### src/inc/lnpc_regs.svh
/*
 * Register offsets, field positions, reset values and timing figures
 * for the link node identity, PHY access and cycle timer registers.
 * Assumes a 250 MHz core clock and a byte address bus of 8 bits.
 */
`ifndef LNPC_REGS_SVH
`define LNPC_REGS_SVH

// ----------------------------------------------------------------
// Register offsets
// ----------------------------------------------------------------
`define LNPC_NODE_ID_OFF 8'hE8
`define LNPC_PHY_CTL_OFF 8'hEC
`define LNPC_CYC_TIME_OFF 8'hF0
`define LNPC_LINK_CTL_OFF 8'hF4

// ----------------------------------------------------------------
// Field positions
// ----------------------------------------------------------------
`define LNPC_SEG_FLD 15:6
`define LNPC_NODE_FLD 5:0
`define LNPC_RDREQ_BIT 15
`define LNPC_WRREQ_BIT 14
`define LNPC_TADDR_FLD 11:8
`define LNPC_WVAL_FLD 7:0
`define LNPC_SECS_FLD 31:25
`define LNPC_CYC_FLD 24:12
`define LNPC_OFF_FLD 11:0
`define LNPC_EXTSEL_BIT 22
`define LNPC_MASTER_BIT 21
`define LNPC_TEN_BIT 20

// ----------------------------------------------------------------
// Reset values and counter limits
// ----------------------------------------------------------------
`define LNPC_SEG_RST 10'h3FF
`define LNPC_OFF_LAST 12'hBFF
`define LNPC_CYC_LAST 13'h1F3F
`define LNPC_NODE_UNSET 6'h3F

// ----------------------------------------------------------------
// Timing: core clock and offset tick rate, both in kHz
// ----------------------------------------------------------------
`define LNPC_CLK_KHZ 19'h3D090
`define LNPC_TICK_KHZ 19'h06000

`endif

### src/inc/lnpc_pkg.sv
/*
 * Types shared by the link node, PHY access and cycle timer block.
 * Assumes the constants header is compiled alongside.
 */
package lnpc_pkg;
    typedef logic [31:0] lnpc_word_t;
    typedef logic [7:0] lnpc_addr_t;

    typedef struct packed {
        logic sync1;
        logic sync2;
        logic sync3;
        logic ext_filt;
        logic [18:0] acc;
        logic valid;
        logic root;
        logic pwr_ok;
        logic [9:0] seg;
        logic [5:0] node;
        logic done;
        logic [3:0] raddr;
        logic [7:0] rval;
        logic rdreq;
        logic wrreq;
        logic [3:0] taddr;
        logic [7:0] wval;
        logic [6:0] secs;
        logic [12:0] cyc;
        logic [11:0] off;
        logic extsel;
        logic master;
        logic ten;
        logic [31:0] rdata;
        logic tx_v;
        logic [31:0] tx_data;
    } lnpc_state_t;
endpackage

### src/design/lnpc_link_regs.sv
/*
 * Node identity, PHY access control and isochronous cycle timer
 * registers of a 1394 link core, with a plain register port.
 * Assumes PHY-side event inputs come from logic on the same clock;
 * only the external cycle input is an asynchronous pin.
 */
// The plain strobed port was left to the implementer.
`timescale 1ns/1ps
`include "lnpc_regs.svh"

module lnpc_link_regs (
    // Clock and reset
    input wire logic clk_i,
    input wire logic rstn_i,
    // Register port
    input wire lnpc_pkg::lnpc_addr_t addr_i,
    input wire lnpc_pkg::lnpc_word_t wdata_i,
    input wire logic we_i,
    input wire logic re_i,
    output lnpc_pkg::lnpc_word_t rdata_o,
    // Bus reset and self-identification results
    input wire logic bus_reset_i,
    input wire logic phy_node_valid_i,
    input wire logic [5:0] phy_node_num_i,
    input wire logic phy_root_i,
    input wire logic cable_power_ok_i,
    input wire logic seg_update_i,
    input wire logic [9:0] seg_value_i,
    output logic [15:0] node_id_o,
    // PHY register request
    output logic phy_req_valid_o,
    output logic phy_req_write_o,
    output logic [3:0] phy_req_addr_o,
    output logic [7:0] phy_req_data_o,
    input wire logic phy_req_ready_i,
    // PHY register return
    input wire logic phy_ret_valid_i,
    input wire logic [3:0] phy_ret_addr_i,
    input wire logic [7:0] phy_ret_data_i,
    // Cycle start packets and external cycle pin
    input wire logic rx_cs_valid_i,
    input wire lnpc_pkg::lnpc_word_t rx_cs_data_i,
    output logic tx_cs_valid_o,
    output lnpc_pkg::lnpc_word_t tx_cs_data_o,
    input wire logic external_cycle_input_i
);
    import lnpc_pkg::*;

    // ----------------------------------------------------------------
    // Address decode
    // ----------------------------------------------------------------
    // One-hot select: node identity, PHY access, cycle time, link control.
    function automatic logic [3:0] reg_sel(input lnpc_addr_t a);
        logic [3:0] s;
        s = 4'h0;
        if (a == `LNPC_NODE_ID_OFF) begin
            s = 4'h1;
        end else if (a == `LNPC_PHY_CTL_OFF) begin
            s = 4'h2;
        end else if (a == `LNPC_CYC_TIME_OFF) begin
            s = 4'h4;
        end else if (a == `LNPC_LINK_CTL_OFF) begin
            s = 4'h8;
        end
        return s;
    endfunction

    lnpc_state_t st_q;
    lnpc_state_t st_d;
    logic [3:0] wsel;
    logic [3:0] rsel;
    logic [19:0] acc_sum;
    logic clk_tick;
    logic ext_tick;
    logic cnt_tick;
    logic off_roll;
    logic cyc_roll;
    logic rx_load;
    logic phy_sent;
    logic [31:0] timer_next;

    assign wsel = we_i ? reg_sel(addr_i) : 4'h0;
    assign rsel = re_i ? reg_sel(addr_i) : 4'h0;

    // ----------------------------------------------------------------
    // Tick generation
    // ----------------------------------------------------------------
    // A phase accumulator spreads 24.576 MHz ticks over the 250 MHz
    // clock, so the long-term rate is exact while jitter is one cycle.
    assign acc_sum = {1'b0, st_q.acc} + {1'b0, `LNPC_TICK_KHZ};
    assign clk_tick = acc_sum >= {1'b0, `LNPC_CLK_KHZ};
    // The filtered pin changes only once the second and third stages agree.
    assign ext_tick = (st_q.sync2 == st_q.sync3) && st_q.sync3 && !st_q.ext_filt;
    assign cnt_tick = clk_tick && st_q.ten;
    assign off_roll = st_q.extsel ? ext_tick : (cnt_tick && st_q.off == `LNPC_OFF_LAST);
    assign cyc_roll = off_roll && st_q.cyc == `LNPC_CYC_LAST;
    assign rx_load = rx_cs_valid_i && !st_q.master;
    assign phy_sent = phy_req_valid_o && phy_req_ready_i;

    // ----------------------------------------------------------------
    // Next state
    // ----------------------------------------------------------------
    always_comb begin
        st_d = st_q;
        timer_next = 32'h0000_0000;
        st_d.sync1 = external_cycle_input_i;
        st_d.sync2 = st_q.sync1;
        st_d.sync3 = st_q.sync2;
        if (st_q.sync2 == st_q.sync3) begin
            st_d.ext_filt = st_q.sync3;
        end
        st_d.acc = clk_tick ? 19'(acc_sum - {1'b0, `LNPC_CLK_KHZ}) : acc_sum[18:0];

        // Node identity: the new node number wins over a bus reset.
        if (bus_reset_i) begin
            st_d.valid = 1'b0;
        end
        if (phy_node_valid_i) begin
            st_d.valid = 1'b1;
            st_d.node = phy_node_num_i;
            st_d.root = phy_root_i;
        end
        st_d.pwr_ok = cable_power_ok_i;
        if (seg_update_i) begin
            st_d.seg = seg_value_i;
        end
        if (wsel[0]) begin
            st_d.seg = wdata_i[`LNPC_SEG_FLD];
        end

        // PHY access control.
        if (phy_sent) begin
            if (phy_req_write_o) begin
                st_d.wrreq = 1'b0;
            end else begin
                st_d.rdreq = 1'b0;
            end
        end
        if (wsel[1]) begin
            st_d.rdreq = wdata_i[`LNPC_RDREQ_BIT];
            st_d.wrreq = wdata_i[`LNPC_WRREQ_BIT];
            st_d.taddr = wdata_i[`LNPC_TADDR_FLD];
            st_d.wval = wdata_i[`LNPC_WVAL_FLD];
            if (wdata_i[`LNPC_RDREQ_BIT] || wdata_i[`LNPC_WRREQ_BIT]) begin
                st_d.done = 1'b0;
            end
        end
        // A return in the same cycle as the clearing write still counts.
        if (phy_ret_valid_i) begin
            st_d.done = 1'b1;
            st_d.raddr = phy_ret_addr_i;
            st_d.rval = phy_ret_data_i;
        end

        // Cycle timer: counts while ten is set, or on pin ticks when extsel is set, unless a packet or software loads it.
        if (st_q.extsel && ext_tick) begin
            st_d.off = 12'h000;
        end else if (cnt_tick) begin
            st_d.off = (st_q.off == `LNPC_OFF_LAST && !st_q.extsel) ? 12'h000 : 12'(st_q.off + 12'h001);
        end
        if (off_roll) begin
            st_d.cyc = cyc_roll ? 13'h0000 : 13'(st_q.cyc + 13'h0001);
            if (cyc_roll) begin
                st_d.secs = 7'(st_q.secs + 7'h01);
            end
        end
        if (rx_load) begin
            st_d.secs = rx_cs_data_i[`LNPC_SECS_FLD];
            st_d.cyc = rx_cs_data_i[`LNPC_CYC_FLD];
            st_d.off = rx_cs_data_i[`LNPC_OFF_FLD];
        end
        if (wsel[2]) begin
            st_d.secs = wdata_i[`LNPC_SECS_FLD];
            st_d.cyc = wdata_i[`LNPC_CYC_FLD];
            st_d.off = wdata_i[`LNPC_OFF_FLD];
        end
        timer_next = {st_d.secs, st_d.cyc, st_d.off};
        st_d.tx_v = off_roll && st_q.master;
        if (off_roll && st_q.master) begin
            st_d.tx_data = timer_next;
        end

        if (wsel[3]) begin
            st_d.extsel = wdata_i[`LNPC_EXTSEL_BIT];
            st_d.master = wdata_i[`LNPC_MASTER_BIT];
            st_d.ten = wdata_i[`LNPC_TEN_BIT];
        end

        // Read data stands for exactly the cycle after the strobe.
        st_d.rdata = 32'h0000_0000;
        if (rsel[0]) begin
            st_d.rdata = {st_q.valid, st_q.root, 2'h0, st_q.pwr_ok, 11'h000, st_q.seg, st_q.node};
        end else if (rsel[1]) begin
            st_d.rdata = {st_q.done, 3'h0, st_q.raddr, st_q.rval, st_q.rdreq, st_q.wrreq, 2'h0,
                          st_q.taddr, st_q.wval};
        end else if (rsel[2]) begin
            st_d.rdata = {st_q.secs, st_q.cyc, st_q.off};
        end else if (rsel[3]) begin
            st_d.rdata = {9'h000, st_q.extsel, st_q.master, st_q.ten, 20'h00000};
        end
    end

    // ----------------------------------------------------------------
    // State register
    // ----------------------------------------------------------------
    always_ff @(posedge clk_i or negedge rstn_i) begin
        if (!rstn_i) begin
            st_q <= '0;
            st_q.seg <= `LNPC_SEG_RST;
            st_q.node <= `LNPC_NODE_UNSET;
        end else begin
            st_q <= st_d;
        end
    end

    // ----------------------------------------------------------------
    // Outputs
    // ----------------------------------------------------------------
    // Read has priority if software breaks the one-request rule.
    assign phy_req_valid_o = st_q.rdreq || st_q.wrreq;
    assign phy_req_write_o = st_q.wrreq && !st_q.rdreq;
    assign phy_req_addr_o = st_q.taddr;
    assign phy_req_data_o = st_q.wval;
    assign rdata_o = st_q.rdata;
    assign node_id_o = {st_q.seg, st_q.node};
    assign tx_cs_valid_o = st_q.tx_v;
    assign tx_cs_data_o = st_q.tx_data;

    logic node_id_valid_flag_w;
    assign node_id_valid_flag_w = st_q.valid;
endmodule

### config.mk
export PLATFORM = sky130hd
export DESIGN_NAME = lnpc_link_regs
export DESIGN_NICKNAME = d
export VERILOG_FILES = /design/src/inc/lnpc_pkg.sv /design/src/design/lnpc_link_regs.sv
export VERILOG_INCLUDE_DIRS = /design/src /design/src/inc
export SDC_FILE = /design/constraint.sdc
export NUM_CORES = 1
export LEC_CHECK = 0
export ABC_AREA = 1
export BUFFER_PORTS_ARGS = -buffer_cell sky130_fd_sc_hd__buf_2
export CAP_MARGIN = 20
export CORE_MARGIN = 5
export CORE_UTILIZATION = 59
export CTS_BUF_LIST = sky130_fd_sc_hd__clkbuf_4 sky130_fd_sc_hd__clkbuf_8 sky130_fd_sc_hd__clkbuf_16
export DETAILED_ROUTE_END_ITERATION = 8
export GPL_ROUTABILITY_DRIVEN = 0
export PLACE_DENSITY = 0.86
export SYNTH_ARGS = -nofsm -noshare
export SYNTH_HDL_FRONTEND = slang
export SYNTH_SLANG_ARGS = --single-unit
### constraint.sdc
create_clock -name clk_i -period 5.9 [get_ports clk_i]
set_clock_uncertainty 0.2 [all_clocks]
set_input_delay 0 -clock clk_i [delete_from_list [all_inputs] [get_ports clk_i]]
set_output_delay 0 -clock clk_i [all_outputs]
set_load 0.1 [all_outputs]
==> impl_metrics.yaml <==
run_status:
  status: "completed"
synth:
  synthesis.nets: 1263
  synth_warnings: 0
  netlist_area_mm2: 0.00912
  ys_seq_area_share_pct: 45.5
  synthFlopType: "dfrtp_1"
  synthCells: 1142
  avgSynthCellArea_um2: 7.99
  ys_ff_latch: 165
  synth_edf_count: 0
  ys_types: 48
  synthArstFlopShare_pct: 100
layout:
  drive_above_1_share_pct: 19.9
  n_fill_cell: 854
  final_common_cell: "nand2_1"
  area.growth.synth_to_final_pct: 32.0
  layout_common_cells: "376 x nand2_1, 206 x buf_2, 188 x dlygate4sd3_1, 149 x dfrtp_1, 133 x inv_1"
  layout.nets: 1555
  register_area_mm2: 0.00415
  multi_input_area_mm2: 0.00355
route:
  num_vias: 9632
  first_pass_iters: 8
  final_antenna_net_count: 0
  vias_per_cell: 5.89
  drc_errors: 0
  wire_per_inst_um: 20.3
  first_iter_violations: 1414
  routed_wirelength_mm: 33.2
global_route:
  first_global_vias: 9821
  grt.total_usage_pct: 36.5
  grt_pass1_wl_mm: 51.4
  grt-ovfl-total: 0
  grt_max_degree: 112
  antenna_found_initial: 1
clock_tree:
  post_cts_buffers: 0
  cts.clk_slew.worst_paths_ns: 0.07
  cts_buffers: 17
  cts_buffer_depth: 2
  cts_tree: "done"
  cts_root_buffer: "clkbuf_16"
  htreeDepth: 4
  holdBufCountCts: 187
  cts_sinks: 165
  clock_latency_ns: 0.45
  cts_resized: 0
floorplanning:
  start_util_pct: 60.0
  io_pins: 208
  num_rows: 45
  dieArea_mm2: 0.0180
  core-area_mm2: 0.0152
  fp.dieH_um: 134
  die_w_um: 134
worst_setup_path:
  path_cells: "inv_2 > ha_1 > inv_1 > nand3_1 > nor2_1 > nand2_1 > nand2_1 > nand2_2 > nand2_4 > nand2_1 > inv_2 > nand2_1 > nand4_1 > nand2_1 > nand2_1 > nand2_1 > dlygate4sd3_1 > nand2_1 > nand2_1"
  cp_max_fo: 14
  critPathKind: "reg -> reg"
  cp-end-kind: "flop"
  cpPeakStageDelay_ns: 0.59
  cp.arrival_ns: 3.87
  crit_path_frequent_cell: "nand2_1"
  cp_slowest_cell: "dlygate4sd3_1"
  cp-start-kind: "flop"
  critPathRequiredTime_ns: 6.04
power_and_ir_drop:
  swShare_pct: 30.6
  clock_power_share_pct: 39.0
  internal_power_mw: 2.02
  netSwitchingPower_mw: 0.889
  p_per_area_mw_per_mm2: 241
  p_comb_share_pct: 18.4
  p_seq_share_pct: 42.6
  vdd_ir_drop_max_mv: 0.224
  leakage_nw: 6.11
sta:
  slew_headroom_pct: 34.3
  setup_viol: 0
  grt_setup_unrepaired: "false"
  tightest_slew_ns: 0.983
  clock.fmax_mhz: 268
  final_max_slew_viol_count: 0
  layout_min_cycle_time_ns: 3.73
  timing.final.ws_setup_ns: 2.17
  fin_tns_setup_ns: 0
  hold_violations: 0
  period_share_pct: 63.3
placement:
  hpwl_mm: 18.2
  io_buffers: 207
  post-place-ws_ns: 2.59
flow_run:
  max-cap-violations: 0
worst_hold_path:
  hold_class: "in -> reg"
cell type report:
class	count	share of cell area, %
diodes	1	0.0208
clock buffers	18	3.65
clock inverters	14	1.25
inverters	139	4.36
multi-input cells	710	29.5
flip-flops and latches	165	34.5
well taps	188	1.95
repair buffers	401	24.8
worst max-delay path, delay by kind of cell, from the launching register on:
family / cells / cell delay, ns
flip-flops: 1 / 0.47
buffers and inverters: 4 / 1.07
AND/OR/NAND/NOR: 14 / 1.54
adder cells (fa/ha/maj): 1 / 0.35
stage by stage:
step                util [%]  cells  hold slack [ns]  total power, mW  area (µm²)
floorplan                  -   1142           -0.496             1.53        9120
global placement        62.7   1414          -0.0703             1.63        9530
detailed placement      62.7   1414          -0.0798             1.64        9530
CTS                     78.9   1633          0.00251             2.85       12000
global route            79.2   1636           0.0238             2.98       12000
finish                  79.2   1636           0.0286             2.91       12000
worst paths after layout:
check | startpoint | end | slack (ns) | cells after the start
worst max-delay path | st_q[159] | tx_cs_data_o[8] | 2.17 | 19
worst min-delay path | external_cycle_input_i | st_d[167] | 0.03 | 2
worst max register to register | st_q[159] | tx_cs_data_o[8] | 2.17 | 19
worst min register to register | st_d[167] | st_d[166] | 0.18 | 0
max in group asynchronous | rstn_i | st_q[151] | 3.81 | 5
min in group asynchronous | rstn_i | tx_cs_data_o[20] | 0.24 | 3
synthesized netlist by cell type (2+ instances only):
cell,count,area [µm²]
nand3_1,83,415
buf_4,95,713
nand3b_1,7,52.6
nand2_2,5,31.3
a21boi_1,13,97.6
nor2_2,3,18.8
o211ai_1,3,22.5
inv_1,133,499
o221ai_1,24,210
nand4_1,17,106
clkinv_1,2,7.51
dfrtp_1,149,3730
o21ai_0,47,235
ha_1,8,100
nor2_1,26,97.6
clkbuf_1,19,71.3
nor3_1,17,85.1
xor2_1,27,236
buf_6,6,67.6
nand2_4,2,22.5
a21oi_1,7,35.0
or2_2,3,18.8
buf_2,6,30.0
dfstp_2,16,420
a221oi_1,2,17.5
or2_1,7,43.8
a21boi_0,5,37.5
nand2_1,376,1410
inv_2,3,11.3
xnor2_1,5,43.8
o22ai_1,9,56.3
power groups by stage:
stage / Sequential (mW) / Clock (mW) / Combinational (mW)
after floorplan: 1.23 / 0 / 0.292
after global placement: 1.25 / 0 / 0.386
after detailed placement: 1.25 / 0 / 0.391
after CTS: 1.23 / 1.12 / 0.500
after global routing: 1.24 / 1.18 / 0.569
final: 1.24 / 1.13 / 0.535
registers in the layout, summed over array words and instances (netlist names):
register,count
node_id_valid_flag_w,1
phy_req_addr_o,4
phy_req_data_o,8
tx_cs_data_o,32
st_q,69
st_d,2
node_id_o,16
tx_cs_valid_o,1
rdata_o,32
logic make-up (layout without fill, tap and decap cells):
family                   after synthesis  in the layout  synth area share (%)
AND/OR/NAND/NOR                      554            554                  26.3
buffers and inverters                267            572                  15.6
flip-flops                           165            165                  45.5
AO/OA/AOI/OAI                        115            115                  8.29
XOR/XNOR                              32             32                  3.07
adder cells (fa/ha/maj)                8              8                  1.10
multiplexers                           1              1                 0.123
other                                  0              1                     0
per-layer routing:
metal	global-route usage [%]	wire length, µm	share of wire (%)	vias up
met3	12.2	4080	12	237
met4	21.4	2240	6.7	0
met5	0	0	0	-
li1	-	-	-	4118
met1	44.8	11900	36	4440
met2	56.3	14900	45	837
No activity file was read; power rests on OpenSTA's default activity.
